==> config.mk <==
export PLATFORM = sky130hd
export DESIGN_NAME = time_stamp_capture_control
export DESIGN_NICKNAME = d
export VERILOG_FILES = /design/src/core/capture_pkg.sv /design/src/core/time_stamp_capture_control.sv
export SDC_FILE = /design/constraint.sdc
export NUM_CORES = 1
export LEC_CHECK = 0
export BUFFER_PORTS_ARGS = -buffer_cell sky130_fd_sc_hd__buf_2
export CAP_MARGIN = 10
export CELL_PAD_IN_SITES_DETAIL_PLACEMENT = 0
export CELL_PAD_IN_SITES_GLOBAL_PLACEMENT = 1
export CORE_AREA = 3 3 122 148
export CTS_BUF_LIST = sky130_fd_sc_hd__clkbuf_16
export CTS_CLUSTER_DIAMETER = 200
export DETAILED_ROUTE_END_ITERATION = 8
export DIE_AREA = 0 0 125 151
export PLACE_DENSITY_LB_ADDON = 0.05
export SLEW_MARGIN = 20
export SYNTH_ARGS = -nofsm -noshare
export SYNTH_HDL_FRONTEND = slang
export SYNTH_SLANG_ARGS = --single-unit
==> constraint.sdc <==
create_clock -name mclk -period 9.4 [get_ports mclk]
set_input_delay 1.41 -clock mclk [delete_from_list [all_inputs] [get_ports mclk]]
set_output_delay 1.41 -clock mclk [all_outputs]
set_load 0.02 [all_outputs]
==> src/core/capture_pkg.sv <==
// Constants for the time stamp capture control block
// What this block does
// - Writing one to the clear bit zeroes all seven captured registers; zero does nothing.
// - The clear bit returns to zero by itself after the clearing.
// - Overwrite select zero: only the first qualifying event while the event flag is clear is captured.
// - Overwrite select one: every qualifying event overwrites the captured time.
// - Overwrite mode captures whatever the event flag shows.
// - Source select zero: pin events make time stamps when capture is enabled.
// - Filter field: 00 edge, 01 256 Hz, 10 64 Hz, 11 8 Hz sampling.
// - Occurrence counter counts every qualifying event in both modes, wrapping to zero.
// - Occurrence counter holds while capture is disabled.
package capture_pkg;
  // Register offsets
  localparam logic [7:0] EVENT_CAPTURE_CONTROL_ADDR = 8'h13;
  localparam logic [7:0] OCCURRENCE_COUNT_ADDR = 8'h14;
  localparam logic [7:0] CAPTURED_TIME_FIRST_ADDR = 8'h15;
  localparam logic [7:0] CAPTURED_TIME_LAST_ADDR = 8'h1a;
  // Control field positions
  localparam int SOURCE_SELECT_BIT = 0;
  localparam int OVERWRITE_SELECT_BIT = 1;
  localparam int CLEAR_BIT_POS = 2;
  localparam int FILTER_LSB = 4;
  localparam int FILTER_MSB = 5;
  localparam int LEVEL_SELECT_BIT = 6;
  // Reset values
  localparam logic [7:0] CONTROL_RESET = 8'h00;
  localparam logic [7:0] CAPTURE_RESET = 8'h00;
  // Filter encodings
  localparam logic [1:0] FILTER_NONE = 2'h0;
  localparam logic [1:0] FILTER_256HZ = 2'h1;
  localparam logic [1:0] FILTER_64HZ = 2'h2;
  localparam logic [1:0] FILTER_8HZ = 2'h3;
  // Sampling periods in ns, and clock period in ns
  localparam int unsigned CLOCK_PERIOD_NS = 5;
  localparam int unsigned SAMPLE_256HZ_NS = 3900000;
  localparam int unsigned SAMPLE_64HZ_NS = 15600000;
  localparam int unsigned SAMPLE_8HZ_NS = 125000000;
  localparam int unsigned SAMPLE_256HZ_CYCLES = SAMPLE_256HZ_NS / CLOCK_PERIOD_NS;
  localparam int unsigned SAMPLE_64HZ_CYCLES = SAMPLE_64HZ_NS / CLOCK_PERIOD_NS;
  localparam int unsigned SAMPLE_8HZ_CYCLES = SAMPLE_8HZ_NS / CLOCK_PERIOD_NS;
  localparam int SAMPLE_COUNT_W = 25;
endpackage

==> src/core/time_stamp_capture_control.sv <==
// Time stamp capture control: source select, filtering, first/last capture, clearing
`timescale 1ns/1ps
module time_stamp_capture_control #(
  parameter int unsigned SAMPLE_256HZ_CYCLES = capture_pkg::SAMPLE_256HZ_CYCLES,
  parameter int unsigned SAMPLE_64HZ_CYCLES = capture_pkg::SAMPLE_64HZ_CYCLES,
  parameter int unsigned SAMPLE_8HZ_CYCLES = capture_pkg::SAMPLE_8HZ_CYCLES
) (
  // Clock and reset
  input wire logic mclk,
  input wire logic reset,
  // Register port behind the serial host bus
  input wire logic [7:0] reg_addr,
  input wire logic reg_write,
  input wire logic [7:0] reg_wdata,
  output logic [7:0] reg_rdata,
  // Enable and flag handshake with the rest of the device
  input wire logic capture_enable,
  input wire logic event_flag_clear,
  output logic event_flag,
  // Event sources
  input wire logic event_input_pin,
  input wire logic backup_supply_operation,
  // Live time, BCD: seconds, minutes, hours, date, month, year
  input wire logic [7:0] time_sec,
  input wire logic [7:0] time_min,
  input wire logic [7:0] time_hour,
  input wire logic [7:0] time_date,
  input wire logic [7:0] time_month,
  input wire logic [7:0] time_year
);
  import capture_pkg::*;

  // Sample counter must hold the longest period
  if (SAMPLE_8HZ_CYCLES >= (64'd1 << SAMPLE_COUNT_W) || SAMPLE_256HZ_CYCLES < 2 ||
      SAMPLE_64HZ_CYCLES < 2 || SAMPLE_8HZ_CYCLES < 2) begin : g_bad_period
    $error("Sampling period out of range for the sample counter");
  end

  logic capture_source_select;
  logic capture_overwrite_select;
  logic capture_clear_bit;
  logic level_select;
  logic [1:0] event_filter_select;
  logic [7:0] event_occurrence_counter;
  logic [7:0] captured [0:5];
  logic [SAMPLE_COUNT_W-1:0] sample_cnt;
  logic [SAMPLE_COUNT_W-1:0] sample_limit;
  logic [1:0] sample_hist;
  logic pin_q;
  logic backup_q;
  logic sample_tick;
  logic pin_event;
  logic backup_event;
  logic qualifying;
  logic ctrl_write;
  logic [7:0] live_time [0:5];

  assign live_time[0] = time_sec;
  assign live_time[1] = time_min;
  assign live_time[2] = time_hour;
  assign live_time[3] = time_date;
  assign live_time[4] = time_month;
  assign live_time[5] = time_year;
  assign ctrl_write = reg_write && (reg_addr == EVENT_CAPTURE_CONTROL_ADDR);

  // Control register; level select is kept for read-back only
  always_ff @(posedge mclk) begin
    if (reset) begin
      capture_source_select <= CONTROL_RESET[SOURCE_SELECT_BIT];
      capture_overwrite_select <= CONTROL_RESET[OVERWRITE_SELECT_BIT];
      event_filter_select <= CONTROL_RESET[FILTER_MSB:FILTER_LSB];
      level_select <= CONTROL_RESET[LEVEL_SELECT_BIT];
    end else if (ctrl_write) begin
      capture_source_select <= reg_wdata[SOURCE_SELECT_BIT];
      capture_overwrite_select <= reg_wdata[OVERWRITE_SELECT_BIT];
      event_filter_select <= reg_wdata[FILTER_MSB:FILTER_LSB];
      level_select <= reg_wdata[LEVEL_SELECT_BIT];
    end
  end

  // self clearing
  // Bit lives one cycle, the cycle in which the clearing happens
  always_ff @(posedge mclk) begin
    if (reset) begin
      capture_clear_bit <= CONTROL_RESET[CLEAR_BIT_POS];
    end else begin
      capture_clear_bit <= ctrl_write && reg_wdata[CLEAR_BIT_POS];
    end
  end

  always_comb begin
    unique case (event_filter_select)
      FILTER_NONE: sample_limit = '0;
      FILTER_256HZ: sample_limit = SAMPLE_COUNT_W'(SAMPLE_256HZ_CYCLES - 1);
      FILTER_64HZ: sample_limit = SAMPLE_COUNT_W'(SAMPLE_64HZ_CYCLES - 1);
      FILTER_8HZ: sample_limit = SAMPLE_COUNT_W'(SAMPLE_8HZ_CYCLES - 1);
    endcase
  end

  // Free running sample divider, restarted when the period changes
  always_ff @(posedge mclk) begin
    if (reset || ctrl_write || sample_cnt >= sample_limit) begin
      sample_cnt <= '0;
    end else begin
      sample_cnt <= sample_cnt + 1'b1;
    end
  end
  assign sample_tick = (sample_cnt >= sample_limit);

  // Pin history: raw previous level and filtered sample pair
  always_ff @(posedge mclk) begin
    if (reset) begin
      pin_q <= 1'b0;
      backup_q <= 1'b0;
      sample_hist <= 2'h0;
    end else begin
      pin_q <= event_input_pin;
      backup_q <= backup_supply_operation;
      if (sample_tick) begin
        sample_hist <= {sample_hist[0], event_input_pin};
      end
    end
  end

  // edge or stable state
  // Filtered mode needs two high samples after a low one, so glitches shorter than a period vanish
  always_comb begin
    if (event_filter_select == FILTER_NONE) begin
      pin_event = event_input_pin && !pin_q;
    end else begin
      pin_event = sample_tick && event_input_pin && (sample_hist == 2'h1);
    end
  end

  assign backup_event = backup_supply_operation && !backup_q;
  assign qualifying = capture_enable && (capture_source_select ? backup_event : pin_event);

  // occurrence counter
  // Clearing wins over a coincident event so a cleared counter reads zero
  always_ff @(posedge mclk) begin
    if (reset) begin
      event_occurrence_counter <= CAPTURE_RESET;
    end else if (capture_clear_bit) begin
      event_occurrence_counter <= CAPTURE_RESET;
    end else if (qualifying) begin
      event_occurrence_counter <= event_occurrence_counter + 8'h01;
    end
  end

  for (genvar i = 0; i < 6; i++) begin : g_capture
    always_ff @(posedge mclk) begin
      if (reset || capture_clear_bit) begin
        captured[i] <= CAPTURE_RESET;
      end else if (qualifying && (capture_overwrite_select || !event_flag)) begin
        captured[i] <= live_time[i];
      end
    end
  end

  // flag arms first-event capture; a new event beats a clear
  always_ff @(posedge mclk) begin
    if (reset) begin
      event_flag <= 1'b0;
    end else if (qualifying) begin
      event_flag <= 1'b1;
    end else if (event_flag_clear) begin
      event_flag <= 1'b0;
    end
  end

  // Registered read data, unmapped addresses read zero
  always_ff @(posedge mclk) begin
    if (reset) begin
      reg_rdata <= 8'h00;
    end else if (reg_addr == EVENT_CAPTURE_CONTROL_ADDR) begin
      reg_rdata <= {1'b0, level_select, event_filter_select, 1'b0, capture_clear_bit,
                    capture_overwrite_select, capture_source_select};
    end else if (reg_addr == OCCURRENCE_COUNT_ADDR) begin
      reg_rdata <= event_occurrence_counter;
    end else if (reg_addr >= CAPTURED_TIME_FIRST_ADDR && reg_addr <= CAPTURED_TIME_LAST_ADDR) begin
      reg_rdata <= captured[3'(reg_addr - CAPTURED_TIME_FIRST_ADDR)];
    end else begin
      reg_rdata <= 8'h00;
    end
  end
endmodule

## Yosys cells after proc, flatten, opt, wreduce, memory -nomap -nowiden

Memory sizes are Yosys's and may differ from the RTL's.
Index checks and enable logic that the tools add are counted.

| operators by class | value |
|---|---|
| add/sub/neg operators | 3 |
| eq/ne operators | 6 |
| bitwise gates (word level) | 6 |
| order comparisons | 3 |
| multiplexer cells | 19 |
| reductions and logical operators | 20 |

Operators by type and width:

| cell | number |
|---|---|
| 25-bit case mux with 4 select lines | 1 |
| 8-bit 2-to-1 mux | 8 |
| 25-bit by 1-bit adder with 25-bit output, second input constant | 1 |
| 25-bit >= comparator | 1 |
| 8-bit by 5-bit == test with 1-bit output, second input constant | 2 |
| 1-bit logical AND | 9 |
| 1-bit 2-to-1 mux | 9 |
| 8-bit by 1-bit adder with 8-bit output, second input constant | 1 |
| 8-bit by 5-bit >= comparator with 1-bit output, second input constant | 1 |
| 8-bit by 5-bit less-or-equal comparator with 1-bit output, second input constant | 1 |
| 7-bit 2-to-1 mux | 1 |
| 1-bit OR | 6 |
| 2-bit by 1-bit == test with 1-bit output, second input constant | 2 |
| 2-bit == test, second input constant | 2 |
| 1-bit logical OR | 4 |
| 2-bit OR reduction | 2 |
| 1-bit logical NOT | 3 |
| 3-bit subtractor, second input constant | 1 |
| 2-bit logical NOT | 1 |
| 2-bit nonzero test | 1 |

| word-level totals | value |
|---|---|
| input port bits | 71 |
| memory bits (writable) | 48 |
| memories | 1 |
| output and inout bits | 9 |
| bits in registers | 52 |

Memory list:

| memory | words | width | read ports | clocked after memory_dff | wr ports | line | RTL |
|---|---|---|---|---|---|---|---|
| captured | 6 | 8 | 1 | 0 | 6 | time_stamp_capture_control.sv:45 | `logic [7:0] captured [0:5];` |

## Longest topological paths before layout

Gate-level depths: netlist of the first run.

| depth | value |
|---|---|
| depth after elaboration | 13 |
| gate-level depth with buffers | 14 |
| mapped depth without buffers | 11 |

## Worst setup path before layout of the first run

No wires, ideal clock.

| timing path | value |
|---|---|
| path kind | register -> register |
| from | reg event_filter_select[0] |
| to | mem captured[0][0] (enable) |
| library setup time | 0.520 ns |
| cell stages (with the launch flop) | 12 |
| path slack | 2.893 ns |
| clock period less this slack | 6.507 ns |
| arrival time | 5.987 ns |
| path through | dfxtp_1 -> inv_1 -> ha_1 -> nor2_1 -> ha_1 -> and4b_1 -> nand3_1 -> or4_1 -> a311oi_2 -> o41ai_2 -> clkbuf_1 -> o21ai_0 |

RTL lines:

| what | line | RTL |
|---|---|---|
| start: declaration | time_stamp_capture_control.sv:43 | `logic [1:0] event_filter_select;` |
| start signal: assignment | time_stamp_capture_control.sv:71 | `event_filter_select <= CONTROL_RESET[FILTER_MSB:FILTER_LSB];` |
| start signal: assignment | time_stamp_capture_control.sv:76 | `event_filter_select <= reg_wdata[FILTER_MSB:FILTER_LSB];` |
| end: declaration | time_stamp_capture_control.sv:45 |  |

==> impl_metrics.py, run 1 <==
metrics = {
    "floorplanning": {
        "ios": 80,
        "die-area_um2": 18880,
        "start_util_pct": 29.73,
        "num_rows": 52,
        "die_x_um": 125,
        "coreArea_um2": 16790,
        "die_y_um": 151,
    },
    "layout": {
        "syn_to_final_growth_pct": 18.98,
        "multi_input_area_um2": 2385,
        "antennaDiodeCount": 0,
        "area.sequential_um2": 2482,
        "nets": 647,
        "fillers": 1709,
        "drive_gt1_share_pct": 21.05,
    },
    "pwr": {
        "p_leak_nw": 2.318,
        "p_comb_share_pct": 7.0,
        "ir_drop_v": 0.00008177,
        "power_density_nw_per_um2": 155.2,
        "switching_share_pct": 24.93,
        "pwr-share-clk_pct": 41.4,
        "seq_power_share_pct": 51.7,
        "p_total_w": 0.0009216,
        "power_switching_w": 0.0002298,
        "p_int_w": 0.0006918,
    },
    "yosys": {
        "synth-seq-cells": 100,
        "yosysWarnings": 0,
        "synth.avg_cell_area_um2": 10.59,
        "ys_types": 50,
        "synth_edf_count": 48,
        "synth_area_um2": 4990,
        "seq_area_frac_synth_pct": 49.75,
        "synth_flop_cell": "dfxtp_1",
        "async_flop_share_pct": 0,
        "syn-num-nets": 572,
        "synth_cells": 471,
    },
    "routing": {
        "drt-initial-drc-count": 148,
        "dr.pass1.iters": 4,
        "drcViolationCount": 0,
        "dr_total_vias": 3595,
        "drtAntennaViolNets": 0,
        "vias_per_cell": 4.687,
        "wl_per_cell_um": 15.00,
        "wl_um": 11500,
    },
    "sta": {
        "slew_viol_final": 0,
        "fmax_ghz": 0.2449,
        "setup_viol_count_final": 0,
        "period_share_pct": 43.43,
        "fin_worst_skew_ps": 19.26,
        "worst_pin_slew_ps": 815.9,
        "max_slew_margin_pct": 45.46,
        "fin_tns_setup_ps": 0,
        "min_period_ps": 4083,
        "rsz0062_at_grt": "false",
        "fin_ws_ps": 5317,
        "finalHoldViolations": 0,
    },
    "critical_path": {
        "r2r.worst_path.cells": 12,
        "path_cells": "inv_1 > ha_1 > nor2_1 > ha_1 > and4b_1 > nand3_1 > or4_1 > a311oi_2 > o41ai_2 > buf_4 > o21ai_4 > buf_4",
        "crit_arrival_ps": 4080,
        "critPathMaxFanout": 48,
        "slowest_delay_ps": 560,
        "required_ps": 9400,
        "crit_type": "flip-flop to flip-flop",
        "startpoint_type": "flip-flop",
        "crit_path_top_delay_cell": "or4_1",
        "cp-end-kind": "flip-flop",
    },
    "global_route": {
        "track_usage_pct": 12.98,
        "grt.overflow.total": 0,
        "grt_pass1_wl_um": 19130,
        "antenna_found_initial": 0,
        "grt_max_degree": 49,
        "grt_pass1_vias": 3778,
    },
    "flow_run": {
        "cap_violations": 0,
    },
    "clock_network": {
        "clock_sinks": 100,
        "cts_root_buffer": "clkbuf_16",
        "post_cts_buffers": 0,
        "clk_pin_slew_ps": 80,
        "cts_resized": 0,
        "ctsHoldBuffers": 0,
        "clk_path_buf_depth": 2,
        "cts_tree": "built",
        "clock_latency_ps": 360,
        "cts_made_buffers": 9,
        "cts_max_level": 3,
    },
    "placed_design": {
        "port_buffers": 77,
        "dp_hpwl_um": 8694,
        "gp_congestion": 0.7206,
        "post-place-ws_ps": 5193,
    },
    "worst_hold_path": {
        "hp-class": "flip-flop to flip-flop",
        "whs_path_depth": 2,
    },
    "run_status": {
        "status": "finished, final reports clean",
    },
}
==> cell type report <==
cell class,instances,share of cell area (%)
Clock buffer,9,3.793
Clock inverter,7,1.412
Inverter,14,0.8851
Multi-Input combinational cell,338,40.17
Sequential cell,100,41.81
Tap cell,216,4.552
Timing Repair Buffer,83,7.376
==> cells in the mapped netlist (2+ instances only) <==
cell | n | area [um^2]
a21o_1 | 3 | 22.52
a21oi_1 | 28 | 140.1
a222oi_1 | 6 | 60.06
a22oi_1 | 2 | 15.01
a31oi_1 | 2 | 12.51
and2_1 | 51 | 319.1
and3_1 | 8 | 50.05
buf_1 | 2 | 7.510
buf_2 | 3 | 15.01
buf_6 | 2 | 22.52
clkbuf_1 | 11 | 41.29
dfxtp_1 | 52 | 1041
edfxtp_1 | 48 | 1441
ha_1 | 30 | 375.4
inv_1 | 14 | 52.55
mux2i_1 | 10 | 100.1
mux4_2 | 8 | 180.2
nand2_1 | 21 | 78.83
nand2b_1 | 5 | 31.28
nand3_1 | 20 | 100.1
nand3b_1 | 2 | 15.01
nand4_1 | 5 | 31.28
nor2_1 | 53 | 198.9
nor2b_1 | 8 | 50.05
nor3_1 | 5 | 25.02
nor3b_1 | 2 | 15.01
nor4b_1 | 2 | 17.52
o21ai_0 | 15 | 75.07
or2_2 | 2 | 12.51
or3_1 | 7 | 43.79
xnor2_1 | 11 | 96.34
xor2_1 | 15 | 131.4
==> power by group through the flow <==
stage	Combinational (W)	Sequential, W	Clock, W
2_1_floorplan	0.0000374	0.000487	0
3_3_place_gp	0.0000667	0.000486	0
3_5_place_dp	0.0000674	0.000486	0
4_1_cts	0.0000675	0.000476	0.000396
5_1_grt	0.0000732	0.000478	0.000415
6_report	0.0000643	0.000476	0.000381
==> worst paths after layout <==
path | startpoint | slack [ps] | endpoint
setup / recovery | event_filter_select[0] | 5320 | captured[5][7]
hold / removal | level_select | 470 | level_select
setup reg to reg | event_filter_select[0] | 5320 | captured[5][7]
hold reg to reg | level_select | 470 | level_select
==> flip-flops by register name (all words and copies together) (netlist names) <==
signal and count:
sample_hist 2, capture_overwrite_select 1, captured 48, event_filter_select 2
event_flag 1, reg_rdata 8, capture_source_select 1, sample_cnt 25
pin_q 1, backup_q 1, level_select 1, capture_clear_bit 1
event_occurrence_counter 8
==> worst max-delay path: cells and delay by family (launching register included) <==
kind	cells	cell delay [ps]
DFF	1	430
buffers and inverters	3	860
and+or+nand+nor	4	1310
adders and majority gates	2	430
AOI/OAI and AO/OA	3	640
==> placed cells by master (no fill, tap or decap), types with 3 or more instances in the layout <==
cell and instances:
and2_1 51, nand2_1 21, buf_2 77, ha_1 30
nand3_1 20, edfxtp_1 48, buf_4 5, clkinv_8 3
a222oi_1 6, nor2b_1 8, or3_1 7, inv_6 4
mux2i_1 10, o21ai_0 14, inv_1 14, xnor2_1 11
nand2b_1 5, mux4_2 8, a21o_1 3, xor2_1 15
nand4_1 5, dfxtp_1 52, nor3_1 5, clkbuf_16 9
nor2_1 53, and3_1 8, a21oi_1 28
==> layer usage <==
layer	GRT usage [%]	wire (um)	part of all wire, %
met5	0	0	0
met3	2.681	365	3.2
met1	14.54	4718	41
met2	24.19	6226	54
met4	5.043	192	1.7
==> through the flow <==
stage | utilization (%) | hold WS, ps | cell area, um^2 | instances
after CTS | 35.37 | 471.9 | 5937 | 767
after global placement | 33.44 | 457.2 | 5613 | 750
final | 35.37 | 466.9 | 5937 | 767
after floorplan | - | 436.0 | 4990 | 471
after global routing | 35.37 | 497.4 | 5937 | 767
after detailed placement | 33.53 | 459.0 | 5628 | 751
==> cell families (layout without fill, tap and decap cells) <==
kind of cell             Yosys count  after routing  share of synthesized area, %
XOR/XNOR                          26             26                         4.564
AO/OA/AOI/OAI                     66             66                         8.450
multiplexers                      18             18                         5.617
buffers and inverters             33            113                         2.934
adder cells (fa/ha/maj)           30             30                         7.523
flip-flops                       100            100                         49.75
AND/OR/NAND/NOR                  198            198                         21.16
Note: power is estimated with default switching activity, not from simulation.
==> run 2, diff against run 1 <==
Settings changed: ABC_AREA set to 1, CORE_AREA 3 3 122 148 to 3 3 128 154, DIE_AREA 0 0 125 151 to 0 0 131 157.
Clock period 9.4 ns to 3.85 ns, I/O delays scaled along.
==> impl_metrics.py, run 2 <==
metrics = {
    "run_status": {
        "status": "finished, final reports clean",
    },
    "routing": {
        "drcViolationCount": 0,
        "top_layer_used": "met5",
        "dr_total_vias": 4541,
        "drt-initial-drc-count": 215,
        "drtAntennaViolNets": 0,
        "dr_wl_met3_um": 500,
        "dr_wl_met2_um": 7182,
        "dr.pass1.iters": 4,
        "wl_per_cell_um": 13.79,
        "wl_met1_um": 5998,
        "vias_per_cell": 4.452,
        "wl_um": 14060,
    },
    "clock_network": {
        "ctsHoldBuffers": 0,
        "clock_sinks": 100,
        "clk_path_buf_depth": 2,
        "clock_latency_ps": 360,
        "cts_root_buffer": "clkbuf_16",
        "post_cts_buffers": 0,
        "cts_resized": 0,
        "cts_max_level": 3,
        "cts_made_buffers": 9,
        "cts_tree": "built",
        "clk_pin_slew_ps": 80,
    },
    "sta": {
        "fmax_ghz": 0.3112,
        "fin_worst_skew_ps": 12.51,
        "rsz0062_at_grt": "false",
        "worst_hold_slack_ps": 437.1,
        "worst_pin_slew_ps": 627.9,
        "min_period_ps": 3213,
        "max_slew_margin_pct": 58.02,
        "slew_viol_final": 0,
        "setup_viol_count_final": 0,
        "finalHoldViolations": 0,
        "fin_tns_setup_ps": 0,
        "period_share_pct": 83.46,
    },
    "placed_design": {
        "postPlaceCellArea_um2": 6133,
        "gp_congestion": 0.7788,
        "dp_hpwl_um": 10760,
        "port_buffers": 77,
    },
    "floorplanning": {
        "die_x_um": 131,
        "ios": 80,
        "coreArea_um2": 18310,
        "die_y_um": 157,
        "die-area_um2": 20570,
        "num_rows": 54,
        "start_util_pct": 29.88,
    },
    "critical_path": {
        "crit_path_top_delay_cell": "nand3_2",
        "crit_arrival_ps": 3480,
        "startpoint_type": "flip-flop",
        "path_cells": "inv_1 > ha_1 > nor2_1 > ha_1 > nand2_1 > nand2_1 > nand3_1 > nand2_1 > nand2_1 > nand2_1 > nor2_1 > nand3_2 > inv_1 > nand3_2 > nor3b_1",
        "required_ps": 4120,
        "r2r.worst_path.cells": 15,
        "crit_type": "flip-flop to flip-flop",
        "slowest_delay_ps": 480,
        "cp-end-kind": "flip-flop",
        "critPathMaxFanout": 25,
        "cpMostUsedCell": "nand2_1",
        "reg2reg_slack_ps": 640,
    },
    "global_route": {
        "track_usage_pct": 14.11,
        "grt.overflow.total": 0,
        "grt_max_degree": 49,
        "grt_pass1_vias": 4566,
        "grt_pass1_wl_um": 22580,
        "antenna_found_initial": 1,
    },
    "pwr": {
        "p_leak_nw": 2.867,
        "power_density_nw_per_um2": 354.6,
        "ir_drop_v": 0.0002103,
        "p_total_w": 0.002281,
    },
    "yosys": {
        "ys_top_cells_by_area": "edfxtp_1 (26%), dfxtp_1 (19%), inv_1 (8.8%), nand2_1 (8.3%), ha_1 (7.1%)",
        "yosysWarnings": 0,
        "synth.most_common_cell": "inv_1",
        "synth_cells": 689,
        "synth_edf_count": 48,
        "synth_area_um2": 5470,
        "synth.avg_cell_area_um2": 7.939,
        "synth-seq-cells": 100,
        "synth_flop_cell": "dfxtp_1",
        "ys_types": 35,
        "yosys.area.top_type_share_pct": 26.35,
        "yosys-top-cells-count": "inv_1 (128), nand2_1 (121), nor2_1 (92)",
        "async_flop_share_pct": 0,
        "syn-num-nets": 791,
        "seq_area_frac_synth_pct": 45.38,
        "synth_top_cell_by_area": "edfxtp_1",
    },
    "layout": {
        "largest_register_ffs": 48,
        "fillers": 1936,
        "syn_to_final_growth_pct": 17.61,
        "antennaDiodeCount": 0,
        "drive_gt1_share_pct": 16.54,
        "multi_input_area_um2": 2404,
        "nets": 865,
        "area.sequential_um2": 2482,
        "top_regs": "captured: 48 flops, sample_cnt: 25 flops",
        "layout_commonest_cell": "inv_1",
        "mostFrequentLayoutCells": "inv_1 (129), nand2_1 (120), nor2_1 (92), buf_2 (77), dfxtp_1 (52)",
        "finish.utilization_pct": 35.14,
        "regMostFlops": "captured",
        "finalInstanceArea_um2": 6434,
    },
    "worst_hold_path": {
        "hp-class": "input port to flip-flop",
        "whs_path_depth": 3,
    },
    "flow_run": {
        "cap_violations": 0,
    },
}
## run 2: power by group
part	switching [W]	internal (W)	total [W]
sequential	0.0000114	0.00115	0.00116
clock	0.000431	0.000509	0.000940
combinational	0.000110	0.0000665	0.000177
## run 2: layout make-up
type	instances	share of cell area [%]
Tap cell	252	4.901
Multi-Input combinational cell	441	37.36
Inverter	129	7.526
Clock buffer	9	3.501
Sequential cell	100	38.58
Timing Repair Buffer	82	6.962
Clock inverter	7	1.167
## run 2: kinds of logic (layout without fill, tap and decap cells)
| group | after synthesis | count (layout) | share of synthesized area [%] |
|---|---|---|---|
| AND/OR/NAND/NOR | 308 | 308 | 24.95 |
| buffers and inverters | 148 | 227 | 10.73 |
| flip-flops | 100 | 100 | 45.38 |
| AO/OA/AOI/OAI | 88 | 88 | 9.607 |
| adder cells (fa/ha/maj) | 31 | 31 | 7.091 |
| XOR/XNOR | 14 | 14 | 2.242 |
## run 2: critical path, delay by kind of cell (launching register included)
kind                     cells  cell delay (ps)
AND/OR/NAND/NOR             11             1890
adder cells (fa/ha/maj)      2              600
flip-flops                   1              360
buffers and inverters        2              260
## run 2: routing by layer
layer | vias up | track usage [%]
met3 | 25 | 2.240
met4 | 2 | 5.928
met1 | 2055 | 16.74
met5 | - | 0
met2 | 80 | 24.98
li1 | 2379 | -
## run 2: through the flow
step           worst slack [ps]  instances
2_1_floorplan             353.2        689
3_3_place_gp              603.3       1004
3_5_place_dp              535.4       1004
4_1_cts                   524.5       1020
5_1_grt                   269.0       1020
6_report                  637.0       1020
## run 2: worst paths after layout
| kind | startpoint | endpoint |
|---|---|---|
| worst max-delay path | event_filter_select[0] | sample_cnt[6] |
| worst min-delay path | backup_supply_operation | backup_q |
| worst min register to register | sample_cnt[0] | sample_cnt[0] |
| worst max register to register | event_filter_select[0] | sample_cnt[6] |
